<file path="config.mk">
export PLATFORM = sky130hd
export DESIGN_NAME = pts_target
export DESIGN_NICKNAME = d
export VERILOG_FILES = /design/src/design/pts_target_dummy_guard.v /design/src/design/pts_target.v /design/src/design/pts_wait_cnt.v
export VERILOG_INCLUDE_DIRS = /design/src /design/src/design
export SDC_FILE = /design/constraint.sdc
export NUM_CORES = 1
export LEC_CHECK = 0
export BUFFER_PORTS_ARGS = -buffer_cell sky130_fd_sc_hd__buf_2
export CORE_AREA = 3 3 153 155
export DETAILED_ROUTE_END_ITERATION = 8
export DIE_AREA = 0 0 156 158
export PLACE_DENSITY = 0.8
export SYNTH_ARGS = -nofsm -noshare
export SYNTH_HDL_FRONTEND = slang
export SYNTH_SLANG_ARGS = --single-unit
</file>
<file path="constraint.sdc">
create_clock -name core_clk -period 7.9 [get_ports core_clk]
set_input_delay 1.58 -clock core_clk [delete_from_list [all_inputs] [get_ports core_clk]]
set_output_delay 1.58 -clock core_clk [all_outputs]
set_load 0.02 [all_outputs]
</file>
<file path="src/design/pts_map.vh">
`ifndef PTS_MAP_VH
`define PTS_MAP_VH

// ****************************************
// Bus command codes (C/BE# in address phase)
// ****************************************
`define PTS_CMD_IO_RD 4'h2
`define PTS_CMD_IO_WR 4'h3
`define PTS_CMD_MEM_RD 4'h6
`define PTS_CMD_MEM_WR 4'h7
`define PTS_CMD_CFG_RD 4'ha
`define PTS_CMD_CFG_WR 4'hb
`define PTS_CMD_MEM_RD_MUL 4'hc
`define PTS_CMD_MEM_RD_LINE 4'he
`define PTS_CMD_MEM_WR_INV 4'hf

// ****************************************
// Window sizes as lowest compared address bit
// ****************************************
`define PTS_CSR_MEM_LSB 12
`define PTS_CSR_IO_LSB 6
`define PTS_FLASH_LSB 17
`define PTS_CIS_LSB 12
`define PTS_FLASH_AW 17

// ****************************************
// Configuration command and status bits
// ****************************************
`define PTS_CMDB_IO_EN 0
`define PTS_CMDB_MEM_EN 1
`define PTS_CMDB_PERR_RESP 6
`define PTS_CMDB_SERR_EN 8
`define PTS_STSB_SIG_SERR 14
`define PTS_STSB_DET_PERR 15
`define PTS_STATUS_RESET 16'h0000

// ****************************************
// Timing counts in PCI clocks
// ****************************************
`define PTS_FLASH_WAIT 8'h04
`define PTS_MODEM_TIMEOUT 8'h07
`define PTS_SYNC_DELAY 8'h02

`endif

</file>
<file path="src/design/pts_target_dummy_guard.v">
`timescale 1ns/100ps
// ****************************************
// Intentionally empty compile unit
// ****************************************

</file>
<file path="src/design/pts_target.v">
`timescale 1ns/100ps
`include "pts_map.vh"

module pts_target #(
  parameter [7:0] FLASH_WAIT = `PTS_FLASH_WAIT
) (
  input wire core_clk,
  input wire reset,
  input wire [31:0] ad_in,
  output wire [31:0] ad_out,
  output wire ad_oe,
  input wire [3:0] cbe_n_in,
  input wire par_in,
  output wire par_out,
  output wire par_oe,
  input wire frame_n_in,
  input wire irdy_n_in,
  input wire idsel_in,
  output wire devsel_n_out,
  output wire devsel_n_oe,
  output wire trdy_n_out,
  output wire trdy_n_oe,
  output wire stop_n_out,
  output wire stop_n_oe,
  output wire perr_n_out,
  output wire perr_n_oe,
  output wire serr_n_out,
  output wire serr_n_oe,
  input wire [31:0] csr_mem_base,
  input wire [31:0] csr_io_base,
  input wire [31:0] flash_base,
  input wire [31:0] cis_base,
  input wire [15:0] cfg_command,
  output wire [15:0] cfg_status,
  input wire [15:0] cfg_status_clear,
  input wire cardbus_mode,
  input wire modem_mode,
  input wire eeprom_load_done,
  output wire reg_rd,
  output wire reg_is_cfg,
  output wire reg_is_io,
  output wire [11:0] reg_addr,
  input wire [31:0] reg_rdata,
  output wire reg_wr,
  output wire [31:0] reg_wdata,
  output wire [3:0] reg_be,
  output wire ext_rd,
  output wire ext_wr,
  output wire ext_word,
  output wire [16:0] ext_addr,
  output wire [7:0] ext_wdata,
  input wire [15:0] ext_rdata,
  output wire modem_chip_select_n,
  input wire modem_ready
);

  localparam [2:0] ST_IDLE = 3'h0;
  localparam [2:0] ST_CLAIM = 3'h1;
  localparam [2:0] ST_WAIT = 3'h2;
  localparam [2:0] ST_DATA = 3'h3;
  localparam [2:0] ST_TURN = 3'h4;

  localparam [2:0] K_NONE = 3'h0;
  localparam [2:0] K_CSR = 3'h1;
  localparam [2:0] K_CFG = 3'h2;
  localparam [2:0] K_FLASH = 3'h3;
  localparam [2:0] K_MODEM = 3'h4;
  localparam [2:0] K_RETRY = 3'h5;
  localparam [15:0] STATUS_RST = `PTS_STATUS_RESET;

  reg [2:0] state_q;
  reg [2:0] kind_q;
  reg wr_q;
  reg io_q;
  reg [31:0] addr_q;
  reg drv_oe_q;
  reg devsel_q;
  reg trdy_q;
  reg stop_q;
  reg ad_oe_q;
  reg [31:0] ad_out_q;
  reg par_q;
  reg par_oe_q;
  reg reg_wr_q;
  reg [31:0] reg_wdata_q;
  reg [3:0] reg_be_q;
  reg ext_rd_q;
  reg ext_wr_q;
  reg ext_word_q;
  reg [16:0] ext_addr_q;
  reg [7:0] ext_wdata_q;
  reg modem_cs_q;
  reg frame_prev_q;
  reg apar_chk_q;
  reg apar_calc_q;
  reg dpar_chk_q;
  reg dpar_calc_q;
  reg det_perr_q;
  reg sig_serr_q;
  reg perr_q;
  reg perr_tail_q;
  reg serr_q;
  reg mr_s1_q;
  reg mr_s2_q;
  reg [2:0] kind_d;
  reg [1:0] lane;
  reg [7:0] lane_byte;

  wire [3:0] cmd = cbe_n_in;
  wire addr_phase = !frame_n_in && frame_prev_q;
  wire perr_en = cfg_command[`PTS_CMDB_PERR_RESP];
  wire serr_en = cfg_command[`PTS_CMDB_SERR_EN];
  wire [3:0] be = ~cbe_n_in;
  wire cmd_io = (cmd == `PTS_CMD_IO_RD) || (cmd == `PTS_CMD_IO_WR);
  wire cmd_cfg = (cmd == `PTS_CMD_CFG_RD) || (cmd == `PTS_CMD_CFG_WR);
  wire cmd_mem = (cmd == `PTS_CMD_MEM_RD) || (cmd == `PTS_CMD_MEM_WR) ||
                 (cmd == `PTS_CMD_MEM_RD_MUL) || (cmd == `PTS_CMD_MEM_RD_LINE) ||
                 (cmd == `PTS_CMD_MEM_WR_INV);
  wire mem_ok = cmd_mem && cfg_command[`PTS_CMDB_MEM_EN];
  wire hit_io = cmd_io && cfg_command[`PTS_CMDB_IO_EN] &&
    (ad_in[31:`PTS_CSR_IO_LSB] == csr_io_base[31:`PTS_CSR_IO_LSB]);
  wire hit_csr = mem_ok &&
    (ad_in[31:`PTS_CSR_MEM_LSB] == csr_mem_base[31:`PTS_CSR_MEM_LSB]);
  wire hit_flash = mem_ok &&
    (ad_in[31:`PTS_FLASH_LSB] == flash_base[31:`PTS_FLASH_LSB]);
  wire hit_cis = mem_ok && cardbus_mode &&
    (ad_in[31:`PTS_CIS_LSB] == cis_base[31:`PTS_CIS_LSB]);
  wire hit_cfg = cmd_cfg && idsel_in && (ad_in[1:0] == 2'b00);
  wire ext_kind = (kind_q == K_FLASH) || (kind_q == K_MODEM);
  wire ext_start = (state_q == ST_CLAIM) && ext_kind && (!wr_q || !irdy_n_in);
  wire fl_start = ext_start && (kind_q == K_FLASH);
  wire md_start = ext_start && (kind_q == K_MODEM);
  wire fl_done;
  wire md_timeout;
  wire xfer = (state_q == ST_DATA) && !irdy_n_in && (trdy_q || stop_q);

  // ****************************************
  // Address decode
  // ****************************************
  // Decode ignores address parity so a bad address still completes
  always @* begin
    kind_d = K_NONE;
    if (hit_cfg) begin
      kind_d = eeprom_load_done ? K_CFG : K_RETRY;
    end else if (hit_io || hit_csr) begin
      kind_d = K_CSR;
    end else if (hit_cis) begin
      kind_d = K_RETRY;
    end else if (hit_flash) begin
      kind_d = modem_mode ? K_MODEM : K_FLASH;
    end
  end

  // Lowest enabled lane picks the flash byte; a word read uses lanes 0-1 or 2-3
  always @* begin
    lane = 2'd3;
    if (be[0]) begin
      lane = 2'd0;
    end else if (be[1]) begin
      lane = 2'd1;
    end else if (be[2]) begin
      lane = 2'd2;
    end
    case (lane)
      2'd0: lane_byte = ad_in[7:0];
      2'd1: lane_byte = ad_in[15:8];
      2'd2: lane_byte = ad_in[23:16];
      default: lane_byte = ad_in[31:24];
    endcase
  end

  // ****************************************
  // Slow-access timers
  // ****************************************
  pts_wait_cnt u_flash_wait (
    .core_clk(core_clk),
    .reset(reset),
    .start(fl_start),
    .count(FLASH_WAIT),
    .expired(fl_done)
  );

  // Ready passes a two-stage synchroniser, so its latency joins the limit
  pts_wait_cnt u_modem_wait (
    .core_clk(core_clk),
    .reset(reset),
    .start(md_start),
    .count(`PTS_MODEM_TIMEOUT + `PTS_SYNC_DELAY),
    .expired(md_timeout)
  );

  always @(posedge core_clk or posedge reset) begin
    if (reset) begin
      mr_s1_q <= 1'b0;
      mr_s2_q <= 1'b0;
    end else begin
      mr_s1_q <= modem_ready;
      mr_s2_q <= mr_s1_q;
    end
  end

  // ****************************************
  // Target state machine
  // ****************************************
  always @(posedge core_clk or posedge reset) begin
    if (reset) begin
      state_q <= ST_IDLE;
      kind_q <= K_NONE;
      wr_q <= 1'b0;
      io_q <= 1'b0;
      addr_q <= 32'h00000000;
      drv_oe_q <= 1'b0;
      devsel_q <= 1'b0;
      trdy_q <= 1'b0;
      stop_q <= 1'b0;
      ad_oe_q <= 1'b0;
      ad_out_q <= 32'h00000000;
      reg_wr_q <= 1'b0;
      reg_wdata_q <= 32'h00000000;
      reg_be_q <= 4'h0;
      ext_rd_q <= 1'b0;
      ext_wr_q <= 1'b0;
      ext_word_q <= 1'b0;
      ext_addr_q <= 17'h00000;
      ext_wdata_q <= 8'h00;
      modem_cs_q <= 1'b0;
    end else begin
      reg_wr_q <= 1'b0;
      ext_rd_q <= 1'b0;
      ext_wr_q <= 1'b0;
      case (state_q)
        ST_IDLE: begin
          if (addr_phase && kind_d != K_NONE) begin
            state_q <= ST_CLAIM;
            kind_q <= kind_d;
            wr_q <= cmd[0];
            io_q <= cmd_io;
            addr_q <= ad_in;
            drv_oe_q <= 1'b1;
            devsel_q <= 1'b1;
          end
        end
        ST_CLAIM: begin
          case (kind_q)
            K_CSR, K_CFG: begin
              ad_out_q <= reg_rdata;
              ad_oe_q <= !wr_q;
              trdy_q <= 1'b1;
              stop_q <= 1'b1;
              state_q <= ST_DATA;
            end
            K_FLASH, K_MODEM: begin
              if (ext_start) begin
                ext_addr_q <= {addr_q[`PTS_FLASH_AW-1:2], lane};
                ext_word_q <= !wr_q && (be == 4'h3 || be == 4'hc);
                ext_wdata_q <= lane_byte;
                ext_rd_q <= !wr_q;
                ext_wr_q <= wr_q;
                modem_cs_q <= (kind_q == K_MODEM);
                state_q <= ST_WAIT;
              end
            end
            default: begin
              // Retried requester owes nothing; next attempt decodes fresh
              stop_q <= 1'b1;
              state_q <= ST_DATA;
            end
          endcase
        end
        ST_WAIT: begin
          // TRDY stays off until the flash has delivered or taken the byte
          if ((kind_q == K_FLASH && fl_done) || (kind_q == K_MODEM && mr_s2_q)) begin
            ad_out_q <= ext_word_q ? {ext_rdata, ext_rdata} : {4{ext_rdata[7:0]}};
            ad_oe_q <= !wr_q;
            trdy_q <= 1'b1;
            stop_q <= 1'b1;
            modem_cs_q <= 1'b0;
            state_q <= ST_DATA;
          end else if (kind_q == K_MODEM && md_timeout) begin
            stop_q <= 1'b1;
            modem_cs_q <= 1'b0;
            state_q <= ST_DATA;
          end
        end
        ST_DATA: begin
          // A data parity error does not alter this path
          if (xfer) begin
            if (trdy_q && wr_q && (kind_q == K_CSR || kind_q == K_CFG)) begin
              reg_wr_q <= 1'b1;
              reg_wdata_q <= ad_in;
              reg_be_q <= be;
            end
            trdy_q <= 1'b0;
            ad_oe_q <= 1'b0;
            // STOP holds until the initiator drops FRAME# on its last phase
            if (frame_n_in) begin
              devsel_q <= 1'b0;
              stop_q <= 1'b0;
              state_q <= ST_TURN;
            end
          end
        end
        ST_TURN: begin
          drv_oe_q <= 1'b0;
          state_q <= ST_IDLE;
        end
        default: begin
          state_q <= ST_IDLE;
        end
      endcase
    end
  end

  // ****************************************
  // Parity generation and checking
  // ****************************************
  always @(posedge core_clk or posedge reset) begin
    if (reset) begin
      frame_prev_q <= 1'b1;
      par_q <= 1'b0;
      par_oe_q <= 1'b0;
      apar_chk_q <= 1'b0;
      apar_calc_q <= 1'b0;
      dpar_chk_q <= 1'b0;
      dpar_calc_q <= 1'b0;
      perr_q <= 1'b0;
      perr_tail_q <= 1'b0;
      serr_q <= 1'b0;
    end else begin
      frame_prev_q <= frame_n_in;
      par_q <= ^{ad_out_q, cbe_n_in};
      par_oe_q <= ad_oe_q;
      // Every address phase is checked, claimed or not
      apar_chk_q <= addr_phase;
      apar_calc_q <= ^{ad_in, cbe_n_in};
      dpar_chk_q <= xfer && trdy_q && wr_q;
      dpar_calc_q <= ^{ad_in, cbe_n_in};
      perr_q <= dpar_chk_q && (par_in != dpar_calc_q) && perr_en;
      perr_tail_q <= perr_q;
      serr_q <= apar_chk_q && (par_in != apar_calc_q) && perr_en && serr_en;
    end
  end

  // Sticky status: a new error in the clearing cycle keeps its bit
  always @(posedge core_clk or posedge reset) begin
    if (reset) begin
      det_perr_q <= STATUS_RST[`PTS_STSB_DET_PERR];
      sig_serr_q <= STATUS_RST[`PTS_STSB_SIG_SERR];
    end else begin
      if ((dpar_chk_q || apar_chk_q) && (par_in != (dpar_chk_q ? dpar_calc_q : apar_calc_q))) begin
        det_perr_q <= 1'b1;
      end else if (cfg_status_clear[`PTS_STSB_DET_PERR]) begin
        det_perr_q <= 1'b0;
      end
      if (apar_chk_q && (par_in != apar_calc_q) && perr_en && serr_en) begin
        sig_serr_q <= 1'b1;
      end else if (cfg_status_clear[`PTS_STSB_SIG_SERR]) begin
        sig_serr_q <= 1'b0;
      end
    end
  end

  // ****************************************
  // Outputs
  // ****************************************
  assign ad_out = ad_out_q;
  assign ad_oe = ad_oe_q;
  assign par_out = par_q;
  assign par_oe = par_oe_q;
  assign devsel_n_out = ~devsel_q;
  assign devsel_n_oe = drv_oe_q;
  assign trdy_n_out = ~trdy_q;
  assign trdy_n_oe = drv_oe_q;
  assign stop_n_out = ~stop_q;
  assign stop_n_oe = drv_oe_q;
  assign perr_n_out = ~perr_q;
  assign perr_n_oe = perr_q | perr_tail_q;
  assign serr_n_out = 1'b0;
  assign serr_n_oe = serr_q;
  assign cfg_status = {det_perr_q, sig_serr_q, 14'h0000};
  assign reg_rd = (state_q == ST_CLAIM) && !wr_q && (kind_q == K_CSR || kind_q == K_CFG);
  assign reg_is_cfg = (kind_q == K_CFG);
  assign reg_is_io = io_q;
  assign reg_addr = addr_q[11:0];
  assign reg_wr = reg_wr_q;
  assign reg_wdata = reg_wdata_q;
  assign reg_be = reg_be_q;
  assign ext_rd = ext_rd_q;
  assign ext_wr = ext_wr_q;
  assign ext_word = ext_word_q;
  assign ext_addr = ext_addr_q;
  assign ext_wdata = ext_wdata_q;
  assign modem_chip_select_n = ~modem_cs_q;

endmodule // pts_target

</file>
<file path="src/design/pts_wait_cnt.v">
`timescale 1ns/100ps

// ****************************************
// One-shot down counter: expired pulses count clocks after start
// ****************************************
module pts_wait_cnt (
  input wire core_clk,
  input wire reset,
  input wire start,
  input wire [7:0] count,
  output reg expired
);

  reg [7:0] cnt_q;
  reg run_q;

  // A count of zero is treated as one so the pulse is never lost
  always @(posedge core_clk or posedge reset) begin
    if (reset) begin
      cnt_q <= 8'h00;
      run_q <= 1'b0;
      expired <= 1'b0;
    end else begin
      expired <= 1'b0;
      if (start) begin
        cnt_q <= count;
        run_q <= 1'b1;
      end else if (run_q) begin
        if (cnt_q <= 8'h01) begin
          run_q <= 1'b0;
          expired <= 1'b1;
        end else begin
          cnt_q <= cnt_q - 8'h01;
        end
      end
    end
  end

endmodule // pts_wait_cnt

</file>
==> summary.md, run 1 <==
| Metric | Value |
|---|---|
| Fmax | 227 MHz |
| Gate power share | 41.7% |
| Status | complete, no violations |
| Fillers | 2036 |
| Max-slew violation count | 0 |
| WHS | 0.386 ns |
| Initial core utilization | 41.0% |
| Drt wl/cell | 18.5 µm |
| Sequential area share after synthesis | 44.8% |
| Post-CTS Setup Bufs | 0 |
| Mapped Area | 8990 µm² |
| Fin crit period | 4.41 ns |
| Core area | 22000 µm² |
| Clock transition at path regs | 0.07 ns |
| Yosys warnings | 0 |
| Chip height | 158 µm |
| Register area | 4030 µm² |
| Final Setup Violations | 0 |
| DR vias/cell | 5.00 |
| Req. time, crit path | 8.22 ns |
| Peak VDD IR | 0.000154 V |
| Routed wire length | 27400 µm |
| Worst min path class | flop to flop |
| # H-tree levels | 4 |
| Worst slew pin tran | 1.03 ns |
| Clock power frac | 24.9% |
| Initial antenna violation count | 3 |
| Num CTS Buffers | 17 |
| Crit path capture type | flop |
| Die Wd | 156 µm |
| Critical path class | input pin to flop |
| Cells after synthesis | 922 |
| Post-cts sizing count | 0 |
| Slew headroom | 30.8% |
| GRT Overall Usage | 21.9% |
| Endpoint arrival time on the critical path | 4.72 ns |
| Area of the multi-input gates | 4370 µm² |
| Hold buffer count at cts | 0 |
| DRC violations left | 0 |
| Pleak | 5.55 nW |
| RD Place Congestion | 0.967 |
| Pint | 0.00200 W |
| Fin nets | 1453 |
| Crit-path max FO | 23 |
| Starting DRT DRC Count | 376 |
| # port buffers | 307 |
| Max_cap viols | 0 |
| Setup crit start kind | input pin |
| Slowest cell on the critical path | a21boi_0 |
| Power after layout | 0.00334 W |
| Flop pwr share | 33.4% |
| RSZ-0062 raised after global routing | no |
| Placed Area | 10400 µm² |
| Yosys cell types | 55 |
| Vias in the first global route | 7252 |
| Via count | 7417 |
| Largest net degree at the start of global routing | 92 |
| Die footprint | 24600 µm² |
| Switching Share | 40.0% |
| Worst-skew pair later-pin latency | 0.44 ns |
| Number of flops mapped to enable cells by yosys | 0 |
| Synthesis-to-finish area growth | 22.7% |
| Clk_skew | 0.0200 ns |
| Synth Flop Type | dfrtp_1 |
| Design area | 11000 µm² |
| Final hold violation count | 0 |
| Final ANT Viol Nets | 0 |
| Avg Inst Size Synth | 9.75 µm² |
| FFs w/ async S/R, synth | 100% |
| Sw power | 0.00134 W |
| HPWL Detailed | 21800 µm |
| Yosys reg bits | 161 |
| Cells along the critical path | buf_2 > ha_1 > o22ai_1 > a21boi_0 > nand2_1 > o2bb2ai_1 > nand3b_4 > o211a_4 > mux2_2 |
| IO Pins | 396 |
| Root Buffer | clkbuf_16 |
| TritonCTS clock tree | done |
| Critical path's largest stage delay | 0.66 ns |
| DR pass1 iterations | 5 |
| # clock sinks | 161 |
| Fin crit share | 55.8% |
| Clock Path Buffers | 2 |
| TNS Setup | 0 ns |
| PD cells | 303 nW/µm² |
| Row cnt | 54 |
| Share of cells above drive strength 1 | 32.8% |
| GRT overflow | 0 |
| First-pass GRT wire length | 40500 µm |
[registers in the layout, indices dropped and copies added (netlist names), 4 cells and up]
| name | cells |
|---|---|
| ext_wdata | 8 |
| ext_addr | 17 |
| reg_be | 4 |
| u_flash_wait.cnt_q | 8 |
| u_modem_wait.cnt_q | 8 |
| ad_out | 32 |
| reg_wdata | 32 |
| addr_q | 17 |
[per-stage QoR]
step	util (%)	instances	setup WS, ns
after detailed placement	47.5	1448	3.01
after global placement	47.5	1448	3.07
final	50.2	1483	3.49
after CTS	50.2	1480	3.47
after floorplan	-	936	1.97
after global routing	50.2	1482	3.22
[synthesized netlist by cell type, types with 2 or more instances]
cell type / count / share of area (%)
nand2_1: 210 / 8.8
dfrtp_1: 160 / 45
xnor2_1: 119 / 12
o21ai_0: 61 / 3.4
xor2_1: 41 / 4.0
nor2_1: 39 / 1.6
buf_4: 37 / 3.1
a21oi_1: 30 / 1.7
inv_1: 23 / 0.96
buf_2: 17 / 0.95
mux2_4: 17 / 2.8
nand4_1: 16 / 1.1
clkbuf_1: 14 / 0.58
ha_1: 12 / 1.7
nor4_1: 11 / 0.77
and2_1: 10 / 0.70
buf_6: 10 / 1.3
mux2_2: 10 / 1.3
mux2i_1: 10 / 1.1
mux4_2: 6 / 1.5
nor3_1: 5 / 0.28
nor4_2: 5 / 0.70
o21ai_1: 5 / 0.28
and3_1: 4 / 0.28
nand2b_1: 4 / 0.28
nand3_1: 4 / 0.22
nor2b_1: 4 / 0.28
nor3_2: 3 / 0.33
nor3b_1: 3 / 0.25
a21o_1: 2 / 0.17
a31oi_1: 2 / 0.14
buf_12: 2 / 0.45
mux4_1: 2 / 0.58
o211ai_1: 2 / 0.17
or3_1: 2 / 0.14
[layout by cell type, fill, tap and decap left out, types with 15 or more instances in the layout]
cell       instances
a21oi_1           30
conb_1            15
nor2_1            38
dfrtp_1          160
buf_2            307
mux2_4            17
nand4_1           16
inv_1             22
nand2_1          210
xnor2_1          119
xor2_1            41
o21ai_0           60
clkbuf_16         17
[final timing paths]
path	from	endpoint	slack (ns)	cells past startpoint
max	cbe_n_in[0]	addr_q[4]$_DFFE_PP0P_	3.49	9
min	mr_s1_q$_DFF_PP0_	mr_s2_q$_DFF_PP0_	0.39	0
max reg2reg	kind_q[2]$_DFFE_PP0P_	u_flash_wait.cnt_q[2]$_DFFE_PP0P_	5.02	7
min reg2reg	mr_s1_q$_DFF_PP0_	mr_s2_q$_DFF_PP0_	0.39	0
max in group asynchronous	reset	ad_out[25]$_DFFE_PP0P_	5.09	3
min in group asynchronous	reset	ad_out[29]$_DFFE_PP0P_	1.32	2
[power by group through the flow]
stage                     Clock, W  Sequential, W  Combinational (W)
after floorplan                  0        0.00123           0.000902
after global placement           0        0.00112            0.00136
after detailed placement         0        0.00113            0.00140
after CTS                 0.000852        0.00112            0.00141
after global routing      0.000888        0.00114            0.00152
final                     0.000831        0.00112            0.00139
[worst max-delay path, delay by kind of cell]
kind                       cells  cell delay [ns]
adders and majority gates      1             0.65
muxes                          1             0.39
buffers and inverters          1             0.15
AOI/OAI and AO/OA              4             1.62
and+or+nand+nor                2             0.32
[cell families after synthesis]
family / Yosys count / synth area share [%]
buffers and inverters: 105 / 7.36
other: 1 / 0.0417
AO/OA/AOI/OAI: 113 / 6.93
multiplexers: 45 / 7.29
XOR/XNOR: 160 / 15.6
adder cells (fa/ha/maj): 12 / 1.67
AND/OR/NAND/NOR: 325 / 16.3
flip-flops: 161 / 44.8
[layout make-up]
cell class	count	share of cell area [%]
repair buffers	313	14.3
flip-flops and latches	161	36.5
inverters	24	0.862
multi-input cells	670	39.6
diodes	3	0.0680
clock inverters	14	1.47
clock buffers	18	3.98
well taps	280	3.18
[layer usage]
layer	global-route usage, %	part of all wire [%]
met1	23.6	37
met2	40.7	52
met3	4.89	6.8
met4	10.0	3.7
met5	0	0.044
(Power assumes the default switching activity.)
==> run 2, diff against run 1 <==
--- a/config.mk
+++ b/config.mk
@@ -7,10 +7,10 @@
 export NUM_CORES = 1
 export LEC_CHECK = 0
 export BUFFER_PORTS_ARGS = -buffer_cell sky130_fd_sc_hd__buf_2
-export CORE_AREA = 3 3 153 155
+export CORE_AREA = 3 3 152 154
 export DETAILED_ROUTE_END_ITERATION = 8
-export DIE_AREA = 0 0 156 158
-export PLACE_DENSITY = 0.8
+export DIE_AREA = 0 0 155 157
+export PLACE_DENSITY = 0.83
 export SYNTH_ARGS = -nofsm -noshare
 export SYNTH_HDL_FRONTEND = slang
 export SYNTH_SLANG_ARGS = --single-unit
==> constraint.sdc (replaced) <==
create_clock -name core_clk -period 3.55 [get_ports core_clk]
set_input_delay 0.71 -clock core_clk [delete_from_list [all_inputs] [get_ports core_clk]]
set_output_delay 0.71 -clock core_clk [all_outputs]
set_load 0.02 [all_outputs]
==> run 2 against run 1 <==
  * Utilization rose by 0.60 points
  * Count of clock-buffer cells in the layout rose by 1
  * Die area fell by 1.3%
  * Combinational power rose by 120%
  * Flip-flop and latch count did not move
  * Via count rose by 1.5%
  * Clock power rose by 120%
  * Non-clock buffer count rose by 10
  * Sequential share of layout area fell by 0.21 points
  * Critical path depth fell by 1
  * Sequential power rose by 120%
  * Final cell count rose by 0.47%
  * Critical endpoint is now addr_q[5]$_DFFE_PP0P_
==> summary.md, run 2 (synthesis gave the netlist of run 1 again) <==
| Metric | Value |
|---|---|
| RD Place Congestion | 0.957 |
| Worst slew pin tran | 0.866 ns |
| Die footprint | 24300 µm² |
| TNS Setup | 0 ns |
| Gate power share | 42.1% |
| Sw power | 0.00287 W |
| Worst R2R Setup Slack | 1.18 ns |
| R2R Path End | ext_wdata[3]$_DFFE_PP0P_ |
| Pint | 0.00451 W |
| Switching Share | 38.9% |
| Final ANT Viol Nets | 0 |
| Critical path class | input pin to flop |
| Post-layout util | 50.8% |
| Chip height | 157 µm |
| Commonest non-fill, non-tap cell in the layout | buf_2 |
| Drt wl/cell | 18.7 µm |
| GRT Overall Usage | 22.7% |
| RSZ-0062 raised after global routing | no |
| DRC violations left | 0 |
| R2r startpoint | kind_q[2]$_DFFE_PP0P_ |
| Clock transition at path regs | 0.06 ns |
| First-pass GRT wire length | 41900 µm |
| Max-slew violation count | 0 |
| Initial antenna violation count | 4 |
| Row cnt | 54 |
| Num CTS Buffers | 17 |
| Fin crit share | 79.9% |
| Commonest cells after routing, fill and taps aside | buf_2 (307), nand2_1 (210), dfrtp_1 (160) |
| Crit-path max FO | 21 |
| Final Setup Violations | 0 |
| Hold Path Depth | 0 |
| Initial core utilization | 41.2% |
| Core area | 21800 µm² |
| DR vias/cell | 5.05 |
| Worst Setup Slack, final | 0.712 ns |
| Dpl cells | 1458 |
| # clock sinks | 161 |
| Via count | 7527 |
| Fmax | 352 MHz |
| GRT overflow | 0 |
| HPWL Detailed | 22200 µm |
| TritonCTS clock tree | done |
| # port buffers | 307 |
| Fin nets | 1463 |
| Endpoint arrival time on the critical path | 3.14 ns |
| R2R depth | 6 |
| DR pass1 iterations | 5 |
| Post-Place Setup Slack | 0.266 ns |
| Final hold violation count | 0 |
| Synthesis-to-finish area growth | 23.4% |
| Pleak | 5.58 nW |
| Flop pwr share | 33.6% |
| Worst-skew pair later-pin latency | 0.43 ns |
| Req. time, crit path | 3.86 ns |
| PD cells | 665 nW/µm² |
| # H-tree levels | 4 |
| Status | complete, no violations |
| Power after layout | 0.00738 W |
| Slew headroom | 42.1% |
| Vias in the first global route | 7629 |
| Worst min path class | flop to flop |
| Clock Path Buffers | 2 |
| Largest net degree at the start of global routing | 74 |
| Clock power frac | 24.3% |
| Fin crit period | 2.84 ns |
| IO Pins | 396 |
| Post-cts sizing count | 0 |
| Crit path capture type | flop |
| Hold Path Sink | mr_s2_q$_DFF_PP0_ |
| Clk_skew | 0.0106 ns |
| Root Buffer | clkbuf_16 |
| Setup crit start kind | input pin |
| Hold Startpoint | mr_s1_q$_DFF_PP0_ |
| Die Wd | 155 µm |
| Peak VDD IR | 0.000347 V |
| Fin cells | 1490 |
| Share of cells above drive strength 1 | 33.3% |
| Hold buffer count at cts | 0 |
| Starting DRT DRC Count | 438 |
| Post-CTS Setup Bufs | 0 |
| Routed wire length | 27800 µm |
| Max_cap viols | 0 |
==> run 2: cell count changes in the layout (fill, tap and decap cells not counted), sizes merged <==
cell      previous run  this run
bufinv               0         1
inv                 33        27
diode                3         1
clkinvlp             0         3
buf                313       323
clkbuf              18        19
==> run 2: worst max-delay path, stage by stage <==
cell and delay (ns):
buf_2 0.24, xnor2_1 0.16, nand4_1 0.11, nor4_1 0.48, nand4_1 0.36, nand3b_4 0.20, o211a_4 0.45, mux2_2 0.40
==> run 2: layout make-up <==
class | count | area [µm²]
fillers | 2013 | 10700
multi-input cells | 670 | 4370
flip-flops and latches | 161 | 4030
repair buffers | 323 | 1680
clock buffers | 19 | 443
well taps | 280 | 350
clock inverters | 12 | 129
inverters | 24 | 93.8
diodes | 1 | 2.50
==> run 2: power by group through the flow <==
stage / registers (W) / logic (W) / clock network (W)
after global placement: 0.00250 / 0.00305 / 0
after detailed placement: 0.00251 / 0.00313 / 0
after CTS: 0.00248 / 0.00314 / 0.00185
final: 0.00248 / 0.00310 / 0.00180
after global routing: 0.00252 / 0.00340 / 0.00193
after floorplan: 0.00274 / 0.00201 / 0
==> run 2: per-stage QoR <==
stage	hold slack (ns)	instance area [µm²]
3_5_place_dp	0.358	10500
6_report	0.361	11100
2_1_floorplan	0.331	9050
5_1_grt	0.372	11100
4_1_cts	0.371	11100
3_3_place_gp	0.334	10500
==> run 2: worst max path at each step <==
stage	start	endpoint	slack [ns]	cells after the start
global placement	ad_in[25]	addr_q[5]$_DFFE_PP0P_	0.30	8
CTS	cbe_n_in[0]	addr_q[5]$_DFFE_PP0P_	0.69	11
detailed placement	cbe_n_in[0]	addr_q[5]$_DFFE_PP0P_	0.27	11
floorplan	reset	ad_oe$_DFFE_PP0P_	0.80	1
finish	ad_in[18]	addr_q[5]$_DFFE_PP0P_	0.71	8
global route	cbe_n_in[0]	addr_q[5]$_DFFE_PP0P_	0.57	11
==> run 2: per-layer routing <==
| metal | part of all wire [%] | GRT usage [%] | up-vias |
|---|---|---|---|
| met2 | 52 | 42.1 | 375 |
| met3 | 8.0 | 5.83 | 56 |
| met1 | 37 | 25.0 | 3560 |
| met4 | 3.0 | 8.03 | 6 |
| li1 | - | - | 3530 |
| met5 | 0.15 | 0 | - |
